## config.mk

```make
export PLATFORM = sky130hd
export DESIGN_NAME = lsic_capture
export DESIGN_NICKNAME = d
export VERILOG_FILES = /design/src/lsic_pkg.sv /design/src/lsic_fifo_if.sv /design/src/lsic_sample_fifo.sv /design/src/lsic_capture.sv
export SDC_FILE = /design/constraint.sdc
export NUM_CORES = 1
export LEC_CHECK = 0
export ABC_AREA = 1
export BUFFER_PORTS_ARGS = -buffer_cell sky130_fd_sc_hd__buf_2
export CAP_MARGIN = 20
export CELL_PAD_IN_SITES_DETAIL_PLACEMENT = 0
export CELL_PAD_IN_SITES_GLOBAL_PLACEMENT = 1
export CORE_ASPECT_RATIO = 1.1
export CORE_MARGIN = 10
export CORE_UTILIZATION = 51
export DETAILED_ROUTE_END_ITERATION = 8
export HOLD_SLACK_MARGIN = 0.03
export PLACE_DENSITY_LB_ADDON = 0.1
export SYNTH_ARGS = -nofsm -noshare
export SYNTH_HDL_FRONTEND = slang
export SYNTH_HIERARCHICAL = 1
export SYNTH_SLANG_ARGS = --single-unit
```

## constraint.sdc

```tcl
create_clock -name clk -period 8.95 [get_ports clk]
set_input_delay 1.3425 -clock clk [delete_from_list [all_inputs] [get_ports clk]]
set_output_delay 1.3425 -clock clk [all_outputs]
set_load 0.005 [all_outputs]
```

## src/lsic_pkg.sv

```systemverilog
// constants shared by the sample input capture block
// How it works
// - capture sample bus on both clock edges
// - rising-edge frame marker resets fifo or syncs
// - falling-edge frame marker checked as block parity
// - sync strobe sampled on core clock rise
// - dual-sync strobe aligns divider and read pointer
// - strobe optional outside dual-sync mode
// - word or byte width; low bit is bit0 unless reversed
// - reverse control flips captured bit order
package lsic_pkg;
  // ==========================================
  // widths and depths
  localparam int unsigned BUS_W = 16;
  localparam int unsigned BYTE_W = 8;
  localparam int unsigned FIFO_DEPTH = 8;
  localparam int unsigned PTR_W = 3;
  localparam int unsigned DIV_W = 2;
  // ==========================================
  // counts and reset values
  localparam logic [PTR_W:0] PTR_RST = 4'h0;
  localparam logic [PTR_W:0] ALIGN_OFFSET = 4'h4;
  localparam logic [PTR_W:0] FULL_COUNT = 4'h8;
  localparam logic [DIV_W-1:0] DIV_RST = 2'h0;
  localparam logic [DIV_W-1:0] DIV_LAST = 2'h3;
  localparam logic [BUS_W-1:0] WORD_RST = 16'h0000;
  localparam logic [BYTE_W-1:0] BYTE_ZERO = 8'h00;
endpackage

```

## src/lsic_fifo_if.sv

```systemverilog
// carrier between capture logic and sample fifo
`timescale 1ns/1ns
`default_nettype none
interface lsic_fifo_if;
  logic wr_en;
  logic [lsic_pkg::BUS_W-1:0] wr_data;
  logic clear;
  logic align;
  logic rd_en;
  logic [lsic_pkg::BUS_W-1:0] rd_data;
  logic rd_ok;
  logic full;
  logic empty;
  modport fifo(input wr_en, wr_data, clear, align, rd_en, output rd_data, rd_ok, full, empty);
  modport user(output wr_en, wr_data, clear, align, rd_en, input rd_data, rd_ok, full, empty);
endinterface
`default_nettype wire

```

## src/lsic_sample_fifo.sv

```systemverilog
// sample fifo between bus-side writes and core-side reads
`timescale 1ns/1ns
`default_nettype none
module lsic_sample_fifo (
  // clock and reset
  input wire logic clk,
  input wire logic sys_rst,
  // fifo side of the carrier
  lsic_fifo_if.fifo fif
);
  logic [lsic_pkg::BUS_W-1:0] mem [lsic_pkg::FIFO_DEPTH];
  logic [lsic_pkg::PTR_W:0] wr_ptr_reg;
  logic [lsic_pkg::PTR_W:0] rd_ptr_reg;
  logic [lsic_pkg::PTR_W:0] count;
  logic [lsic_pkg::BUS_W-1:0] rd_data_reg;
  logic rd_ok_reg;

  // ==========================================
  // occupancy, one clock so pointers compare directly
  assign count = wr_ptr_reg - rd_ptr_reg;
  assign fif.full = (count == lsic_pkg::FULL_COUNT);
  assign fif.empty = (count == lsic_pkg::PTR_RST);
  assign fif.rd_data = rd_data_reg;
  assign fif.rd_ok = rd_ok_reg;

  // write side, drops words while full
  always_ff @(posedge clk or posedge sys_rst) begin
    if (sys_rst) begin
      wr_ptr_reg <= lsic_pkg::PTR_RST;
    end else if (fif.clear) begin
      wr_ptr_reg <= lsic_pkg::PTR_RST;
    end else if (fif.wr_en && !fif.full) begin
      wr_ptr_reg <= wr_ptr_reg + 4'h1;
    end
  end

  // storage array
  always_ff @(posedge clk) begin
    if (fif.wr_en && !fif.full && !fif.clear) begin
      mem[wr_ptr_reg[lsic_pkg::PTR_W-1:0]] <= fif.wr_data;
    end
  end

  // read side; alignment places reader a fixed distance behind writer
  always_ff @(posedge clk or posedge sys_rst) begin
    if (sys_rst) begin
      rd_ptr_reg <= lsic_pkg::PTR_RST;
      rd_data_reg <= lsic_pkg::WORD_RST;
      rd_ok_reg <= 1'b0;
    end else begin
      rd_ok_reg <= 1'b0;
      if (fif.clear) begin
        rd_ptr_reg <= lsic_pkg::PTR_RST;
      end else if (fif.align) begin
        rd_ptr_reg <= wr_ptr_reg - lsic_pkg::ALIGN_OFFSET;
      end else if (fif.rd_en && !fif.empty) begin
        rd_data_reg <= mem[rd_ptr_reg[lsic_pkg::PTR_W-1:0]];
        rd_ok_reg <= 1'b1;
        rd_ptr_reg <= rd_ptr_reg + 4'h1;
      end
    end
  end

  // ==========================================
  // checks
  a_full_holds_ptr: assert property (@(posedge clk) disable iff (sys_rst)
    (fif.full && !fif.clear && !fif.align && !fif.rd_en) |=> $stable(wr_ptr_reg))
    else $error("write pointer moved while fifo full");
  a_align_distance: assert property (@(posedge clk) disable iff (sys_rst)
    (fif.align && !fif.clear && !fif.wr_en) |=> (count == lsic_pkg::ALIGN_OFFSET))
    else $error("read pointer not aligned behind write pointer");
endmodule
`default_nettype wire

```

## src/lsic_capture.sv

```systemverilog
// double-data-rate sample bus capture with frame, parity and strobe alignment
`timescale 1ns/1ns
`default_nettype none
module lsic_capture (
  // clock and reset
  input wire logic clk,
  input wire logic sys_rst,
  // sample bus from the data source
  input wire logic sample_bus_clock,
  input wire logic [15:0] sample_bus,
  input wire logic frame_marker,
  // converter side
  input wire logic converter_core_clock,
  input wire logic output_sync_strobe,
  // static configuration
  input wire logic byte_mode,
  input wire logic reverse_bus,
  input wire logic frame_is_sync,
  input wire logic dual_sync_mode,
  input wire logic parity_enable,
  input wire logic odd_parity,
  // results
  output logic [15:0] sample_out,
  output logic sample_valid,
  output logic frame_sync,
  output logic parity_error,
  output logic fifo_overflow,
  output logic divided_clock
);
  lsic_fifo_if fif ();

  logic bus_clk_prev_reg;
  logic core_clk_prev_reg;
  logic bus_rise;
  logic bus_fall;
  logic core_rise;
  logic [lsic_pkg::BUS_W-1:0] word_rev;
  logic [lsic_pkg::BUS_W-1:0] byte_rev;
  logic [lsic_pkg::BUS_W-1:0] bus_word;
  logic [lsic_pkg::BUS_W-1:0] rise_word_reg;
  logic [lsic_pkg::BUS_W-1:0] fall_word_reg;
  logic frame_rise_reg;
  logic frame_fall_reg;
  logic frame_start;
  logic wr_en_reg;
  logic [lsic_pkg::BUS_W-1:0] wr_data_reg;
  logic clear_reg;
  logic frame_sync_reg;
  logic parity_error_reg;
  logic strobe_reg;
  logic strobe_event;
  logic align_reg;
  logic [lsic_pkg::DIV_W-1:0] div_cnt_reg;
  logic rd_en_reg;
  logic [lsic_pkg::BUS_W-1:0] sample_out_reg;
  logic sample_valid_reg;
  logic fifo_overflow_reg;
  logic divided_clock_reg;

  // ==========================================
  // edge detection of the two incoming clocks
  always_ff @(posedge clk or posedge sys_rst) begin
    if (sys_rst) begin
      bus_clk_prev_reg <= 1'b0;
      core_clk_prev_reg <= 1'b0;
    end else begin
      bus_clk_prev_reg <= sample_bus_clock;
      core_clk_prev_reg <= converter_core_clock;
    end
  end

  assign bus_rise = sample_bus_clock && !bus_clk_prev_reg;
  assign bus_fall = !sample_bus_clock && bus_clk_prev_reg;
  assign core_rise = converter_core_clock && !core_clk_prev_reg;

  // ==========================================
  // bit reversal and width selection, one term per bit
  for (genvar i = 0; i < lsic_pkg::BUS_W; i++) begin : g_rev
    assign word_rev[i] = sample_bus[lsic_pkg::BUS_W-1-i];
    if (i < lsic_pkg::BYTE_W) begin : g_lo
      assign byte_rev[i] = sample_bus[lsic_pkg::BYTE_W-1-i];
    end else begin : g_hi
      assign byte_rev[i] = 1'b0;
    end
  end

  // byte mode ignores the upper pins
  always_comb begin
    if (byte_mode) begin
      bus_word = reverse_bus ? byte_rev : {lsic_pkg::BYTE_ZERO, sample_bus[7:0]};
    end else begin
      bus_word = reverse_bus ? word_rev : sample_bus;
    end
  end

  // ==========================================
  // ddr capture of data and frame marker
  always_ff @(posedge clk or posedge sys_rst) begin
    if (sys_rst) begin
      rise_word_reg <= lsic_pkg::WORD_RST;
      fall_word_reg <= lsic_pkg::WORD_RST;
      frame_rise_reg <= 1'b0;
      frame_fall_reg <= 1'b0;
    end else begin
      if (bus_rise) begin
        rise_word_reg <= bus_word;
        frame_rise_reg <= frame_marker;
      end
      if (bus_fall) begin
        fall_word_reg <= bus_word;
        frame_fall_reg <= frame_marker;
      end
    end
  end

  // frame marker is edge-aligned with data, so a new high starts a frame
  assign frame_start = bus_rise && frame_marker && !frame_rise_reg;

  // fifo writes: every edge in word mode, one paired word per period in byte mode
  always_ff @(posedge clk or posedge sys_rst) begin
    if (sys_rst) begin
      wr_en_reg <= 1'b0;
      wr_data_reg <= lsic_pkg::WORD_RST;
    end else if (byte_mode) begin
      wr_en_reg <= bus_fall;
      wr_data_reg <= {rise_word_reg[7:0], bus_word[7:0]};
    end else begin
      wr_en_reg <= bus_rise || bus_fall;
      wr_data_reg <= bus_word;
    end
  end

  // frame start either clears the fifo or becomes a sync source
  always_ff @(posedge clk or posedge sys_rst) begin
    if (sys_rst) begin
      clear_reg <= 1'b0;
      frame_sync_reg <= 1'b0;
    end else begin
      clear_reg <= frame_start && !frame_is_sync;
      frame_sync_reg <= frame_start && frame_is_sync;
    end
  end

  // block parity over both words of the period plus falling marker
  always_ff @(posedge clk or posedge sys_rst) begin
    if (sys_rst) begin
      parity_error_reg <= 1'b0;
    end else begin
      parity_error_reg <= parity_enable && bus_fall &&
        ((^{rise_word_reg, bus_word, frame_marker}) != odd_parity);
    end
  end

  // ==========================================
  // core side: strobe capture, divider and fifo reads
  assign strobe_event = core_rise && output_sync_strobe && !strobe_reg;

  always_ff @(posedge clk or posedge sys_rst) begin
    if (sys_rst) begin
      strobe_reg <= 1'b0;
    end else if (core_rise) begin
      strobe_reg <= output_sync_strobe;
    end
  end

  // strobe aligns only in dual-sync mode, otherwise frame sync does
  always_ff @(posedge clk or posedge sys_rst) begin
    if (sys_rst) begin
      align_reg <= 1'b0;
    end else if (dual_sync_mode) begin
      align_reg <= strobe_event;
    end else begin
      align_reg <= frame_start && frame_is_sync;
    end
  end

  // divided clock counter restarts on a dual-sync strobe
  always_ff @(posedge clk or posedge sys_rst) begin
    if (sys_rst) begin
      div_cnt_reg <= lsic_pkg::DIV_RST;
    end else if (dual_sync_mode && strobe_event) begin
      div_cnt_reg <= lsic_pkg::DIV_RST;
    end else if (core_rise) begin
      div_cnt_reg <= div_cnt_reg + 2'h1;
    end
  end

  // one read per divided period
  always_ff @(posedge clk or posedge sys_rst) begin
    if (sys_rst) begin
      rd_en_reg <= 1'b0;
    end else begin
      rd_en_reg <= core_rise && (div_cnt_reg == lsic_pkg::DIV_LAST);
    end
  end

  assign fif.wr_en = wr_en_reg;
  assign fif.wr_data = wr_data_reg;
  assign fif.clear = clear_reg;
  assign fif.align = align_reg;
  assign fif.rd_en = rd_en_reg;

  lsic_sample_fifo u_fifo (
    .clk(clk),
    .sys_rst(sys_rst),
    .fif(fif.fifo)
  );

  // ==========================================
  // registered outputs
  always_ff @(posedge clk or posedge sys_rst) begin
    if (sys_rst) begin
      sample_out_reg <= lsic_pkg::WORD_RST;
      sample_valid_reg <= 1'b0;
      fifo_overflow_reg <= 1'b0;
      divided_clock_reg <= 1'b0;
    end else begin
      sample_valid_reg <= fif.rd_ok;
      if (fif.rd_ok) begin
        sample_out_reg <= fif.rd_data;
      end
      fifo_overflow_reg <= wr_en_reg && fif.full && !clear_reg;
      divided_clock_reg <= div_cnt_reg[lsic_pkg::DIV_W-1];
    end
  end

  assign sample_out = sample_out_reg;
  assign sample_valid = sample_valid_reg;
  assign frame_sync = frame_sync_reg;
  assign parity_error = parity_error_reg;
  assign fifo_overflow = fifo_overflow_reg;
  assign divided_clock = divided_clock_reg;

  // ==========================================
  // checks
  a_rise_word_capture: assert property (@(posedge clk) disable iff (sys_rst)
    (bus_rise && !byte_mode && !reverse_bus) |=> (rise_word_reg == $past(sample_bus)))
    else $error("rising edge word not captured");
  a_fall_word_capture: assert property (@(posedge clk) disable iff (sys_rst)
    (bus_fall && !byte_mode && !reverse_bus) |=> (fall_word_reg == $past(sample_bus)))
    else $error("falling edge word not captured");
  a_frame_clears_fifo: assert property (@(posedge clk) disable iff (sys_rst)
    (frame_start && !frame_is_sync) |=> (clear_reg && !frame_sync_reg) ##1 fif.empty)
    else $error("frame start did not clear fifo");
  a_parity_flag_cause: assert property (@(posedge clk) disable iff (sys_rst)
    parity_error_reg |-> ($past(bus_fall) && $past(parity_enable)))
    else $error("parity error without falling edge check");
  a_strobe_sampled: assert property (@(posedge clk) disable iff (sys_rst)
    core_rise |=> (strobe_reg == $past(output_sync_strobe)))
    else $error("strobe not sampled on core clock rise");
  a_strobe_aligns: assert property (@(posedge clk) disable iff (sys_rst)
    (dual_sync_mode && strobe_event) |=> (div_cnt_reg == lsic_pkg::DIV_RST) && align_reg)
    else $error("strobe did not align divider and read pointer");
  a_strobe_ignored: assert property (@(posedge clk) disable iff (sys_rst)
    (!dual_sync_mode && !(frame_start && frame_is_sync)) |=> !align_reg)
    else $error("alignment outside dual sync mode without frame sync");
  a_byte_upper_zero: assert property (@(posedge clk) disable iff (sys_rst)
    (bus_rise && byte_mode) |=> (rise_word_reg[15:8] == lsic_pkg::BYTE_ZERO))
    else $error("upper byte not zero in byte mode");
  a_reverse_order: assert property (@(posedge clk) disable iff (sys_rst)
    (bus_fall && reverse_bus && !byte_mode) |=>
      ((fall_word_reg[15] == $past(sample_bus[0])) &&
      (fall_word_reg[8] == $past(sample_bus[7])) &&
      (fall_word_reg[0] == $past(sample_bus[15]))))
    else $error("bus not reversed");
  a_read_spacing: assert property (@(posedge clk) disable iff (sys_rst)
    rd_en_reg |=> !rd_en_reg)
    else $error("reads issued back to back");
endmodule
`default_nettype wire

```

## Yosys cells after proc, flatten, opt, wreduce, memory -nomap -nowiden

Memory sizes are Yosys's and may differ from the RTL's. A register that Yosys moved wholly into a read port is not among the register bits.
Index checks and enable logic that the tools add are counted.

| storage, ports and cells | value |
|---|---|
| input port bits | 28 |
| bits in latches | 0 |
| memory bits (read-only) | 0 |
| bits in writable memories | 128 |
| output and inout port bits | 21 |
| word-level logic and storage cells | 83 |
| flip-flop bits (word level) | 72 |
| memories kept | 1 |

Memory list:

| name | depth | width | read ports | clocked after memory_dff | write ports | RTL line | source |
|---|---|---|---|---|---|---|---|
| u_fifo.mem | 8 | 16 | 1 | 1 | 1 | lsic_sample_fifo.sv:11 | `logic [lsic_pkg::BUS_W-1:0] mem [lsic_pkg::FIFO_DEPTH];` |

| operators by class | value |
|---|---|
| equal/unequal tests | 3 |
| bitwise operators | 2 |
| divide/modulo/power cells | 0 |
| add/subtract/negate cells | 5 |
| mux-type cells | 18 |
| magnitude comparators | 0 |
| shift operators | 0 |
| multipliers | 0 |
| reduce and logical (&&, ||, !) cells | 34 |

Operators by type and width:

| cell | number |
|---|---|
| $mux W16 | 3 |
| $reduce_xor A33 Y1 | 1 |
| $mux W4 | 5 |
| $logic_and A1 B1 Y1 | 18 |
| $logic_not A1 Y1 | 9 |
| $add A4 B1 Y4 const B | 2 |
| $mux W8 | 1 |
| $mux W1 | 7 |
| $eq A4 B4 Y1 const B | 1 |
| $logic_not A4 Y1 | 1 |
| $mux W2 | 2 |
| $reduce_bool A2 Y1 | 2 |
| $sub A4 B3 Y4 const B | 1 |
| $sub A4 B4 Y4 | 1 |
| $reduce_and A3 Y1 | 1 |
| $reduce_bool A3 Y1 | 1 |
| $add A2 B1 Y2 const B | 1 |
| $eq A2 B2 Y1 const B | 1 |
| $not A1 Y1 | 2 |
| $logic_or A1 B1 Y1 | 1 |
| $ne A1 B1 Y1 | 1 |

## Logic depth before layout (Yosys ltp)

Gate-level depths: netlist of the first run.

| depth | value |
|---|---|
| depth after elaboration | 7 |
| mapped depth | 16 |
| gate-level depth less buffers | 15 |

## Hierarchy

Netlist of the first run, hierarchy kept.

Modules (own cells, without submodules):

| module | area each (µm²) | seq. area each (µm²) | instances | cells an instance |
|---|---|---|---|---|
| lsic_sample_fifo | 6658.9 | 4469.3 | 1 | 663 |
| lsic_capture | 3319.4 | 1576.5 | 1 | 423 |

## Worst setup path before layout of the first run

OpenSTA, ideal clock, no wires.

| path | value |
|---|---|
| kind | reg-to-reg |
| start point | reg u_fifo/rd_ptr_reg[2] in the netlist's numbering |
| end point | mem u_fifo/mem[2][0] in the netlist's numbering (enable) |
| clock period less this slack | 2.827 ns |
| cell stages (with the launch flop) | 10 |
| path buffers | 1 |
| library setup time | 0.388 ns |
| required time | 8.562 ns |
| data arrival time | 2.439 ns |
| path slack | 6.123 ns |
| cell sequence | dfrtp_1 -> clkinv_1 -> clkbuf_1 -> ha_1 -> or2_1 -> nand3_1 -> nand2_1 -> nand2_1 -> nand4_1 -> nor2_1 |

| on the way | value |
|---|---|
| longest elaborated chain between the ends | 7 |

RTL lines:

| element | RTL line | source |
|---|---|---|
| from (decl) | lsic_sample_fifo.sv:13 | `logic [lsic_pkg::PTR_W:0] rd_ptr_reg;` |
| from (signal assigned) | lsic_sample_fifo.sv:47 | `rd_ptr_reg <= lsic_pkg::PTR_RST;` |
| from (signal assigned) | lsic_sample_fifo.sv:53 | `rd_ptr_reg <= lsic_pkg::PTR_RST;` |
| from (signal assigned) | lsic_sample_fifo.sv:55 | `rd_ptr_reg <= wr_ptr_reg - lsic_pkg::ALIGN_OFFSET;` |
| $sub A4 B4 Y4 | lsic_sample_fifo.sv:20 | `assign count = wr_ptr_reg - rd_ptr_reg;` |
| $eq A4 B4 Y1 | lsic_sample_fifo.sv:21 | `assign fif.full = (count == lsic_pkg::FULL_COUNT);` |
| $logic_not A1 Y1 | lsic_sample_fifo.sv:39 | `if (fif.wr_en && !fif.full && !fif.clear) begin` |
| $logic_and A1 B1 Y1 (2 in a row) | lsic_sample_fifo.sv:39 |  |
| $mux W1 | lsic_sample_fifo.sv:39 |  |
| $mux W1 (implied by the code) | lsic_sample_fifo.sv:40 | `mem[wr_ptr_reg[lsic_pkg::PTR_W-1:0]] <= fif.wr_data;` |
| to (decl) | lsic_sample_fifo.sv:11 |  |

Every way passes these cells.

## Worst setup path after layout of the first run

| path | value |
|---|---|
| start point | reg u_fifo/rd_ptr_reg[2] in the netlist's numbering |
| end point | mem u_fifo/mem[2][14] in the netlist's numbering (enable) |

Same word-level chain as after synthesis.

==> impl_metrics.yaml, run 1 <==
cts:
  hold_buffers: 0
  tritoncts.num_buffers: 22
  cts.repair.resized: 0
  clk_root_buffer_cell: "sky130_fd_sc_hd__clkbuf_16"
  cts-htree-levels: 1
  number_of_sinks_handled_by_clock_tree_synthesis: 216
  cts_setup_buffers: 0
  clk_pin_slew_worst_paths_ns: 0.06
  clkLatencyLatePin_ns: 0.50
  max-clock-path-buffers: 3
  tritoncts_clock_tree: "yes"
floorplan:
  fp.dieW_um: 153
  floorplan.die.height_um: 167
  die_area_sq_um: 25600
  placementRows: 53
  starting_density_of_the_core_pct: 52.0
  io_pins: 49
  core_region_area_sq_um: 19200
sta:
  final_hold_viol_count: 0
  whs_ns: 0.404
  final-setup-viol-count: 0
  setup_slack_ns: 5.13
  highest_clock_frequency_the_design_can_meet_ghz: 0.262
  timing.final.max_slew_violations: 0
  max_slew_margin_vs_limit_pct: 44.8
  fin_crit_ns: 3.82
  fin_tns_setup_ns: 0
  tightest_slew_ns: 0.828
  rsz_0062_raised_after_global_routing: "no"
  clock_skew_ns: 0.00955
  post-route-period-util_pct: 42.7
synthesis:
  postSynthNetCount: 1121
  syn_area_sq_um: 9970
  synthCells: 1085
  syn_area_per_cell_sq_um: 9.19
  synth.yosys.warnings: 6
placement:
  pre_cts_slack_ns: 4.87
  dp_hpwl_um: 15500
  post_dp_cell_area_sq_um: 10300
  io_buffers: 48
  globalplace.congestion: 0.821
power_and_ir_drop:
  power-per-cell-area_nw_per_um2: 289
  worst_ir_drop_vdd_mv: 0.148
  total_leakage_power_uw: 0.00530
detailed_routing:
  route.antenna.remaining_nets: 0
  drt-vias-per-instance: 4.99
  detail_route.drc_violations: 0
  initialDrtViolationCount: 490
  wl_per_cell_um: 16.2
  vias: 6926
  totalWireLength_um: 22500
  firstDrtPassIters: 5
critical_path:
  r2r_end: "u_fifo/mem[2][14]"
  ff2ff_path_depth: 9
  critical_path.cell_chain: "clkinv_1 > ha_1 > or2_1 > nand3_1 > nand2_1 > nand2_1 > nand4_1 > nor2_1 > buf_6"
  worst_path_most_repeated_cell: "sky130_fd_sc_hd__nand2_1"
  critPathMaxStageDelay_ns: 0.78
  critical_path_required_ns: 9.16
  startpoint_type: "flop"
  worstReg2RegStart: "u_fifo/rd_ptr_reg[2]"
  critical_path_arrival_ns: 4.03
  crit_path_max_fanout: 20
  crit_type: "flop to flop"
  regToRegSetupSlack_ns: 5.13
  critical_path.slowest_cell: "sky130_fd_sc_hd__dfrtp_1"
  endpoint_kind: "flop"
layout:
  layout-drive-gt1-share_pct: 11.8
  postLayoutCoreUtil_pct: 57.9
  commonest_non_fill_non_tap_cells_in_the_layout: "482 x sky130_fd_sc_hd__nand2_1, 128 x sky130_fd_sc_hd__edfxtp_1, 88 x sky130_fd_sc_hd__inv_1"
  filler_cell_count: 1670
  syn_to_final_growth_pct: 11.3
  largest_register_ffs: 128
  final_net_count: 1161
  design_area_sq_um: 11100
  number_of_inserted_diodes: 0
  most_common_library_cell_in_the_layout_ignoring_fill_and_taps: "sky130_fd_sc_hd__nand2_1"
grt:
  initial_antenna_violation_count: 0
  maximum_number_of_pins_on_one_net_before_global_route_repair: 68
  gr-usage-all-layers_pct: 17.5
  global_route_wire_length_before_repair_um: 36200
  gr-total-overflow: 0
  grt_pass1_vias: 6759
status:
  status: "completed"
worst_hold_path:
  min_delay_worst_endpoint: "divided_clock"
  hold_path_class: "flop to flop"
  min_from: "div_cnt_reg[1]"
  worst_hold_path.num_cells: 0
job:
  drv_cap: 0
-- routing by layer --
metal,GRT usage [%],part of all wire [%],vias up
met5,0,0,-
met4,7.56,4.1,0
met3,3.61,5.8,48
met2,27.8,46,188
met1,22.7,44,3119
li1,-,-,3571
-- critical path, delay by kind of cell (launching register included) --
kind | cells | cell delay [ns]
buffers and inverters | 2 | 0.86
adders and majority gates | 1 | 0.50
DFF | 1 | 0.78
and+or+nand+nor | 6 | 1.38
-- report_power, final --
part           total [uW]  internal (uW)  switching [uW]
combinational         945            314             632
clock                 904            544             360
sequential           1360           1240             121
-- worst max path at each step --
stage / from / to / slack, ns / depth (start not counted)
2_1_floorplan: sys_rst / align_reg / 6.04 / 1
3_3_place_gp: u_fifo/rd_ptr_reg[2] / u_fifo/mem[2][12] / 4.92 / 8
3_5_place_dp: u_fifo/rd_ptr_reg[2] / u_fifo/mem[7][11] / 4.87 / 8
4_1_cts: u_fifo/rd_ptr_reg[2] / u_fifo/mem[7][11] / 4.86 / 8
5_1_grt: u_fifo/rd_ptr_reg[2] / u_fifo/mem[2][7] / 4.86 / 9
6_report: u_fifo/rd_ptr_reg[2] / u_fifo/mem[2][14] / 5.13 / 9
-- area by class of cell --
cell class | instances | area (sq um) | area share [%]
Clock buffer | 32 | 629 | 5.67
Clock inverter | 7 | 85.1 | 0.767
Inverter | 97 | 364 | 3.28
Multi-Input combinational cell | 726 | 3300 | 29.7
Sequential cell | 216 | 6050 | 54.5
Tap cell | 247 | 309 | 2.78
Timing Repair Buffer | 62 | 369 | 3.33
-- per-stage QoR --
| step | power [uW] | instances |
|---|---|---|
| CTS | 3240 | 1384 |
| floorplan | 2040 | 1085 |
| global placement | 2310 | 1343 |
| detailed placement | 2330 | 1345 |
| global route | 3440 | 1387 |
| finish | 3210 | 1387 |
No activity file was read; power rests on OpenSTA's default activity.
==> run 2: changes to the inputs <==
CORE_UTILIZATION = 48   (was 51)
clock period = 3.68 ns   (was 8.95 ns; I/O delays follow)
==> run 2 against run 1 <==
Net effect:
- power up 140%
- combinational power up 150%
- sequential power up 140%
- clock skew down 0.0032 ns
- sequential cell count unchanged
- clock power up 140%
- utilization down 3.5 points
- hold slack worse by 0.36 ns
- sequential share of layout area down 0.32 points
- critical endpoint is now u_fifo/mem[7][7]
- largest power group unchanged
- highest routed layer unchanged
==> impl_metrics.yaml, run 2 (synthesized netlist as in run 1, its figures left out) <==
power_and_ir_drop:
  power-per-cell-area_nw_per_um2: 701
  total_leakage_power_uw: 0.00534
  net-switching-power_uw: 2690
  netSwitchingFraction_pct: 34.4
  seqPwrFrac_pct: 42.0
  combPwrFrac_pct: 29.8
  worst_ir_drop_vdd_mv: 0.273
  pwr-share-clk_pct: 28.2
  power_report.internal_total_uw: 5140
sta:
  tightest_slew_ns: 0.762
  clock_skew_ns: 0.00637
  fin_tns_setup_ns: 0
  final_hold_viol_count: 0
  post-route-period-util_pct: 71.0
  max_slew_margin_vs_limit_pct: 49.1
  timing.final.max_slew_violations: 0
  final-setup-viol-count: 0
  rsz_0062_raised_after_global_routing: "no"
  fin_crit_ns: 2.61
  highest_clock_frequency_the_design_can_meet_ghz: 0.383
layout:
  number_of_inserted_diodes: 0
  final_net_count: 1165
  syn_to_final_growth_pct: 11.9
  commonest_non_fill_non_tap_cells_in_the_layout: "482 x sky130_fd_sc_hd__nand2_1, 128 x sky130_fd_sc_hd__edfxtp_1, 88 x sky130_fd_sc_hd__inv_1"
  most_common_library_cell_in_the_layout_ignoring_fill_and_taps: "sky130_fd_sc_hd__nand2_1"
  layout-drive-gt1-share_pct: 12.3
  design_area_sq_um: 11200
  largest_register_ffs: 128
floorplan:
  placementRows: 55
  core_region_area_sq_um: 20500
  io_pins: 49
  fp.dieW_um: 157
  floorplan.die.height_um: 171
  starting_density_of_the_core_pct: 48.6
  die_area_sq_um: 27000
detailed_routing:
  route.antenna.remaining_nets: 0
  vias: 6990
  firstDrtPassIters: 5
  wl_per_cell_um: 16.4
  detail_route.drc_violations: 0
  initialDrtViolationCount: 368
  totalWireLength_um: 23000
  drt-vias-per-instance: 4.99
cts:
  cts-htree-levels: 1
  clk_pin_slew_worst_paths_ns: 0.06
  clk_root_buffer_cell: "sky130_fd_sc_hd__clkbuf_16"
  hold_buffers: 0
  cts.repair.resized: 0
  number_of_sinks_handled_by_clock_tree_synthesis: 216
  max-clock-path-buffers: 3
  clkLatencyLatePin_ns: 0.50
  tritoncts.num_buffers: 22
  tritoncts_clock_tree: "yes"
  cts_setup_buffers: 0
critical_path:
  endpoint_kind: "flop"
  critical_path_arrival_ns: 2.81
  crit_type: "flop to flop"
  critical_path_required_ns: 3.87
  startpoint_type: "flop"
  crit_path_max_fanout: 20
placement:
  dp_hpwl_um: 16000
  io_buffers: 48
  post_dp_cell_area_sq_um: 10400
  globalplace.congestion: 0.804
grt:
  maximum_number_of_pins_on_one_net_before_global_route_repair: 69
  initial_antenna_violation_count: 0
  gr-usage-all-layers_pct: 17.4
  global_route_wire_length_before_repair_um: 37000
  gr-total-overflow: 0
  grt_pass1_vias: 6793
worst_hold_path:
  hold_path_class: "input port to asynchronous set/reset pin"
status:
  status: "completed"
job:
  drv_cap: 0
==> run 2: through the flow <==
| step | setup WS (ns) | std cells | hold slack, ns | util [%] | total power [uW] |
|---|---|---|---|---|---|
| finish | 1.07 | 1401 | 0.0423 | 54.4 | 7830 |
| global route | 0.807 | 1401 | 0.0379 | 54.4 | 8380 |
| CTS | 1.06 | 1399 | 0.154 | 54.2 | 7900 |
| detailed placement | 1.08 | 1359 | 0.393 | 50.7 | 5670 |
| global placement | 1.10 | 1359 | 0.396 | 50.7 | 5670 |
| floorplan | 0.853 | 1085 | 0.352 | - | 4960 |
==> run 2: power by group through the flow <==
stage | clock network [uW] | registers (uW) | logic, uW
final | 2210 | 3290 | 2330
after global routing | 2360 | 3350 | 2670
after CTS | 2260 | 3290 | 2350
after detailed placement | 0 | 3340 | 2330
after global placement | 0 | 3330 | 2340
after floorplan | 0 | 3250 | 1710
==> run 2: path summary, 6_finish.rpt <==
check | from | endpoint | depth (start not counted) | slack [ns]
max | u_fifo/rd_ptr_reg[2] | u_fifo/mem[7][7] | 10 | 1.07
min | sys_rst | sample_out[2] | 2 | 0.04
max reg2reg | u_fifo/rd_ptr_reg[2] | u_fifo/mem[7][7] | 10 | 1.07
min reg2reg | div_cnt_reg[1] | divided_clock | 0 | 0.42
max in group asynchronous | sys_rst | fif.wr_data[8] | 4 | 2.82
min in group clk | converter_core_clock | core_clk_prev_reg | 1 | 0.17
==> run 2: metal layers <==
| layer | wire length, um | share of wire [%] | GRT usage [%] |
|---|---|---|---|
| met5 | 0 | 0 | 0 |
| met4 | 712 | 3.1 | 6.22 |
| met3 | 935 | 4.1 | 2.15 |
| met2 | 11100 | 48 | 29.6 |
| met1 | 10300 | 45 | 22.5 |
==> run 2: worst max-delay path, stage by stage (launching register included) <==
cell and delay, ns:
sky130_fd_sc_hd__dfrtp_1 0.32, sky130_fd_sc_hd__buf_4 0.24, sky130_fd_sc_hd__clkinv_1 0.12, sky130_fd_sc_hd__ha_1 0.31, sky130_fd_sc_hd__or2_1 0.25, sky130_fd_sc_hd__nand3_1 0.09, sky130_fd_sc_hd__nand2_1 0.05, sky130_fd_sc_hd__nand2_1 0.17
sky130_fd_sc_hd__nand3_1 0.29, sky130_fd_sc_hd__nor2_1 0.20, sky130_fd_sc_hd__buf_4 0.26
==> run 2: area by class of cell <==
type,instances,area [sq um]
Fill cell,1882,9340
Sequential cell,216,6050
Multi-Input combinational cell,726,3300
Clock buffer,35,681
Timing Repair Buffer,66,408
Inverter,97,364
Tap cell,256,320
Clock inverter,5,48.8
==> run 3: changes to the inputs <==
ABC_AREA = 0   (was 1)
CORE_UTILIZATION = 47   (was 48)
clock period = 2.4 ns   (was 3.68 ns; I/O delays follow)
==> run 3 against run 2 <==
Net effect:
- sequential share of layout area is 2.2 points higher
- critical path type unchanged
- register-to-register slack worse by 1.0 ns
- global-route usage is 3.1 points lower
- first-iteration DRC count is 29% lower
- critical path depth is 2 lower
- wire length is 22% lower
- maximum frequency is 10% higher
- hold slack better by 0.068 ns
- highest routed layer unchanged
- synthesized cell count is 47% lower
- setup slack worse by 1.0 ns
==> impl_metrics.yaml, run 3 <==
status:
  status: "completed"
detailed_routing:
  vias: 4832
  drt-vias-per-instance: 5.24
  route.antenna.remaining_nets: 0
  wl_per_cell_um: 19.4
  detail_route.drc_violations: 0
  totalWireLength_um: 17900
  firstDrtPassIters: 4
  initialDrtViolationCount: 263
cts:
  clk_root_buffer_cell: "sky130_fd_sc_hd__clkbuf_16"
  clk_pin_slew_worst_paths_ns: 0.06
  cts-htree-levels: 1
  tritoncts_clock_tree: "yes"
  tritoncts.num_buffers: 23
  max-clock-path-buffers: 3
  number_of_sinks_handled_by_clock_tree_synthesis: 216
  clkLatencyLatePin_ns: 0.49
layout:
  multi_input_comb_area_sq_um: 2890
  final_net_count: 695
  filler_cell_count: 1516
  commonest_non_fill_non_tap_cells_in_the_layout: "128 x sky130_fd_sc_hd__edfxtp_1, 87 x sky130_fd_sc_hd__dfrtp_1, 61 x sky130_fd_sc_hd__nand2_1"
  layout-drive-gt1-share_pct: 31.7
  largest_register_ffs: 128
  number_of_inserted_diodes: 0
  most_common_library_cell_in_the_layout_ignoring_fill_and_taps: "sky130_fd_sc_hd__edfxtp_1"
  postLayoutCoreUtil_pct: 56.3
  design_area_sq_um: 10700
  ff_latch_area_sq_um: 6050
  final-instance-count-excl-fill: 922
  syn_to_final_growth_pct: 18.2
power_and_ir_drop:
  power_report.internal_total_uw: 8790
  netSwitchingFraction_pct: 29.4
  net-switching-power_uw: 3660
  power-per-cell-area_nw_per_um2: 1160
  pwr-share-clk_pct: 27.6
  worst_ir_drop_vdd_mv: 0.645
  combPwrFrac_pct: 31.4
  total_leakage_power_uw: 0.00433
  seqPwrFrac_pct: 41.0
  power_after_layout_uw: 12400
floorplan:
  floorplan.die.height_um: 166
  starting_density_of_the_core_pct: 47.7
  die_area_sq_um: 25300
  io_pins: 49
  core_region_area_sq_um: 19000
  placementRows: 53
  fp.dieW_um: 152
critical_path:
  crit_end: "u_fifo/mem[4][4]"
  startpoint_type: "flop"
  critical_path_required_ns: 2.60
  crit_type: "flop to flop"
  critical_path_arrival_ns: 2.57
  crit_path_max_fanout: 16
  r2r_end: "u_fifo/mem[4][4]"
  critPathLaunch: "u_fifo/rd_ptr_reg[2]"
  worstReg2RegStart: "u_fifo/rd_ptr_reg[2]"
  endpoint_kind: "flop"
  regToRegSetupSlack_ns: 0.03
  ff2ff_path_depth: 8
worst_hold_path:
  hold_path_class: "input port to flop"
  worst_hold_path.num_cells: 2
grt:
  gr-total-overflow: 0
  maximum_number_of_pins_on_one_net_before_global_route_repair: 50
  global_route_wire_length_before_repair_um: 29300
  gr-usage-all-layers_pct: 14.3
  initial_antenna_violation_count: 1
  grt_pass1_vias: 5379
placement:
  dp_hpwl_um: 12300
  io_buffers: 48
  globalplace.congestion: 0.823
  placedCellCount: 876
  post_dp_cell_area_sq_um: 9930
job:
  drv_cap: 0
synthesis:
  synth.yosys.warnings: 6
  syn_area_sq_um: 9070
  synthCells: 575
  postSynthNetCount: 611
  syn_area_per_cell_sq_um: 15.8
sta:
  final_hold_viol_count: 0
  tightest_slew_ns: 0.712
  highest_clock_frequency_the_design_can_meet_ghz: 0.422
  timing.final.max_slew_violations: 0
  final-setup-viol-count: 0
  max_slew_margin_vs_limit_pct: 52.5
  clock_skew_ns: 0.00557
  post-route-period-util_pct: 98.8
  fin_crit_ns: 2.37
  rsz_0062_raised_after_global_routing: "yes"
run 3: final cells by class:
class | instances | area share [%]
Clock buffer | 28 | 5.64
Clock inverter | 13 | 1.26
Inverter | 25 | 0.922
Multi-Input combinational cell | 308 | 26.9
Sequential cell | 216 | 56.4
Tap cell | 247 | 2.88
Timing Repair Buffer | 85 | 5.97
run 3: power by group through the flow:
stage	sequential, uW	clock, uW	combinational [uW]
2_1_floorplan	5100	0	2870
3_3_place_gp	5150	0	3890
3_5_place_dp	5190	0	3940
4_1_cts	5120	3540	3960
5_1_grt	5200	3710	4300
6_report	5110	3430	3900
run 3: worst min path at each step:
stage	endpoint	slack, ns	startpoint
2_1_floorplan	sample_valid	0.35	u_fifo/fif.rd_ok
6_report	parity_error	0.11	parity_enable
5_1_grt	parity_error	0.10	parity_enable
3_5_place_dp	sample_out[4]	0.35	sys_rst
3_3_place_gp	sample_out[4]	0.35	sys_rst
4_1_cts	parity_error	0.1	parity_enable
run 3: timing repair:
| action | 4_1_cts | 5_1_grt |
|---|---|---|
| setup endpoints to repair | 0 | 16 |
| setup buffers | 0 | 1 |
| hold buffers | 4 | 0 |
| resized for setup | 0 | 1 |
| hold endpoints to repair | 42 | 0 |
run 3: routing by layer:
layer	part of all wire, %	vias to the layer above	global-route usage, %
li1	-	2272	-
met1	43	2451	17.7
met2	51	93	25.0
met3	5.1	16	3.42
met4	1.2	0	3.24
met5	0	-	0
run 3: worst max-delay path, stage by stage (launching register included):
cell and delay [ns]:
sky130_fd_sc_hd__dfrtp_1 0.40, sky130_fd_sc_hd__clkinv_4 0.07, sky130_fd_sc_hd__ha_4 0.30, sky130_fd_sc_hd__and3b_2 0.22
sky130_fd_sc_hd__o21ai_2 0.07, sky130_fd_sc_hd__and4_4 0.21, sky130_fd_sc_hd__or3_4 0.39, sky130_fd_sc_hd__nor3_4 0.22
sky130_fd_sc_hd__buf_12 0.18
run 3: per-stage QoR:
| step | setup TNS, ns | setup WS, ns | hold slack, ns |
|---|---|---|---|
| 5_1_grt | -0.595 | -0.0440 | 0.100 |
| 3_3_place_gp | 0 | 0.102 | 0.348 |
| 6_report | 0 | 0.0288 | 0.110 |
| 3_5_place_dp | 0 | 0.0286 | 0.351 |
| 4_1_cts | 0 | 0.0122 | 0.0975 |
| 2_1_floorplan | -14.26 | -0.289 | 0.352 |
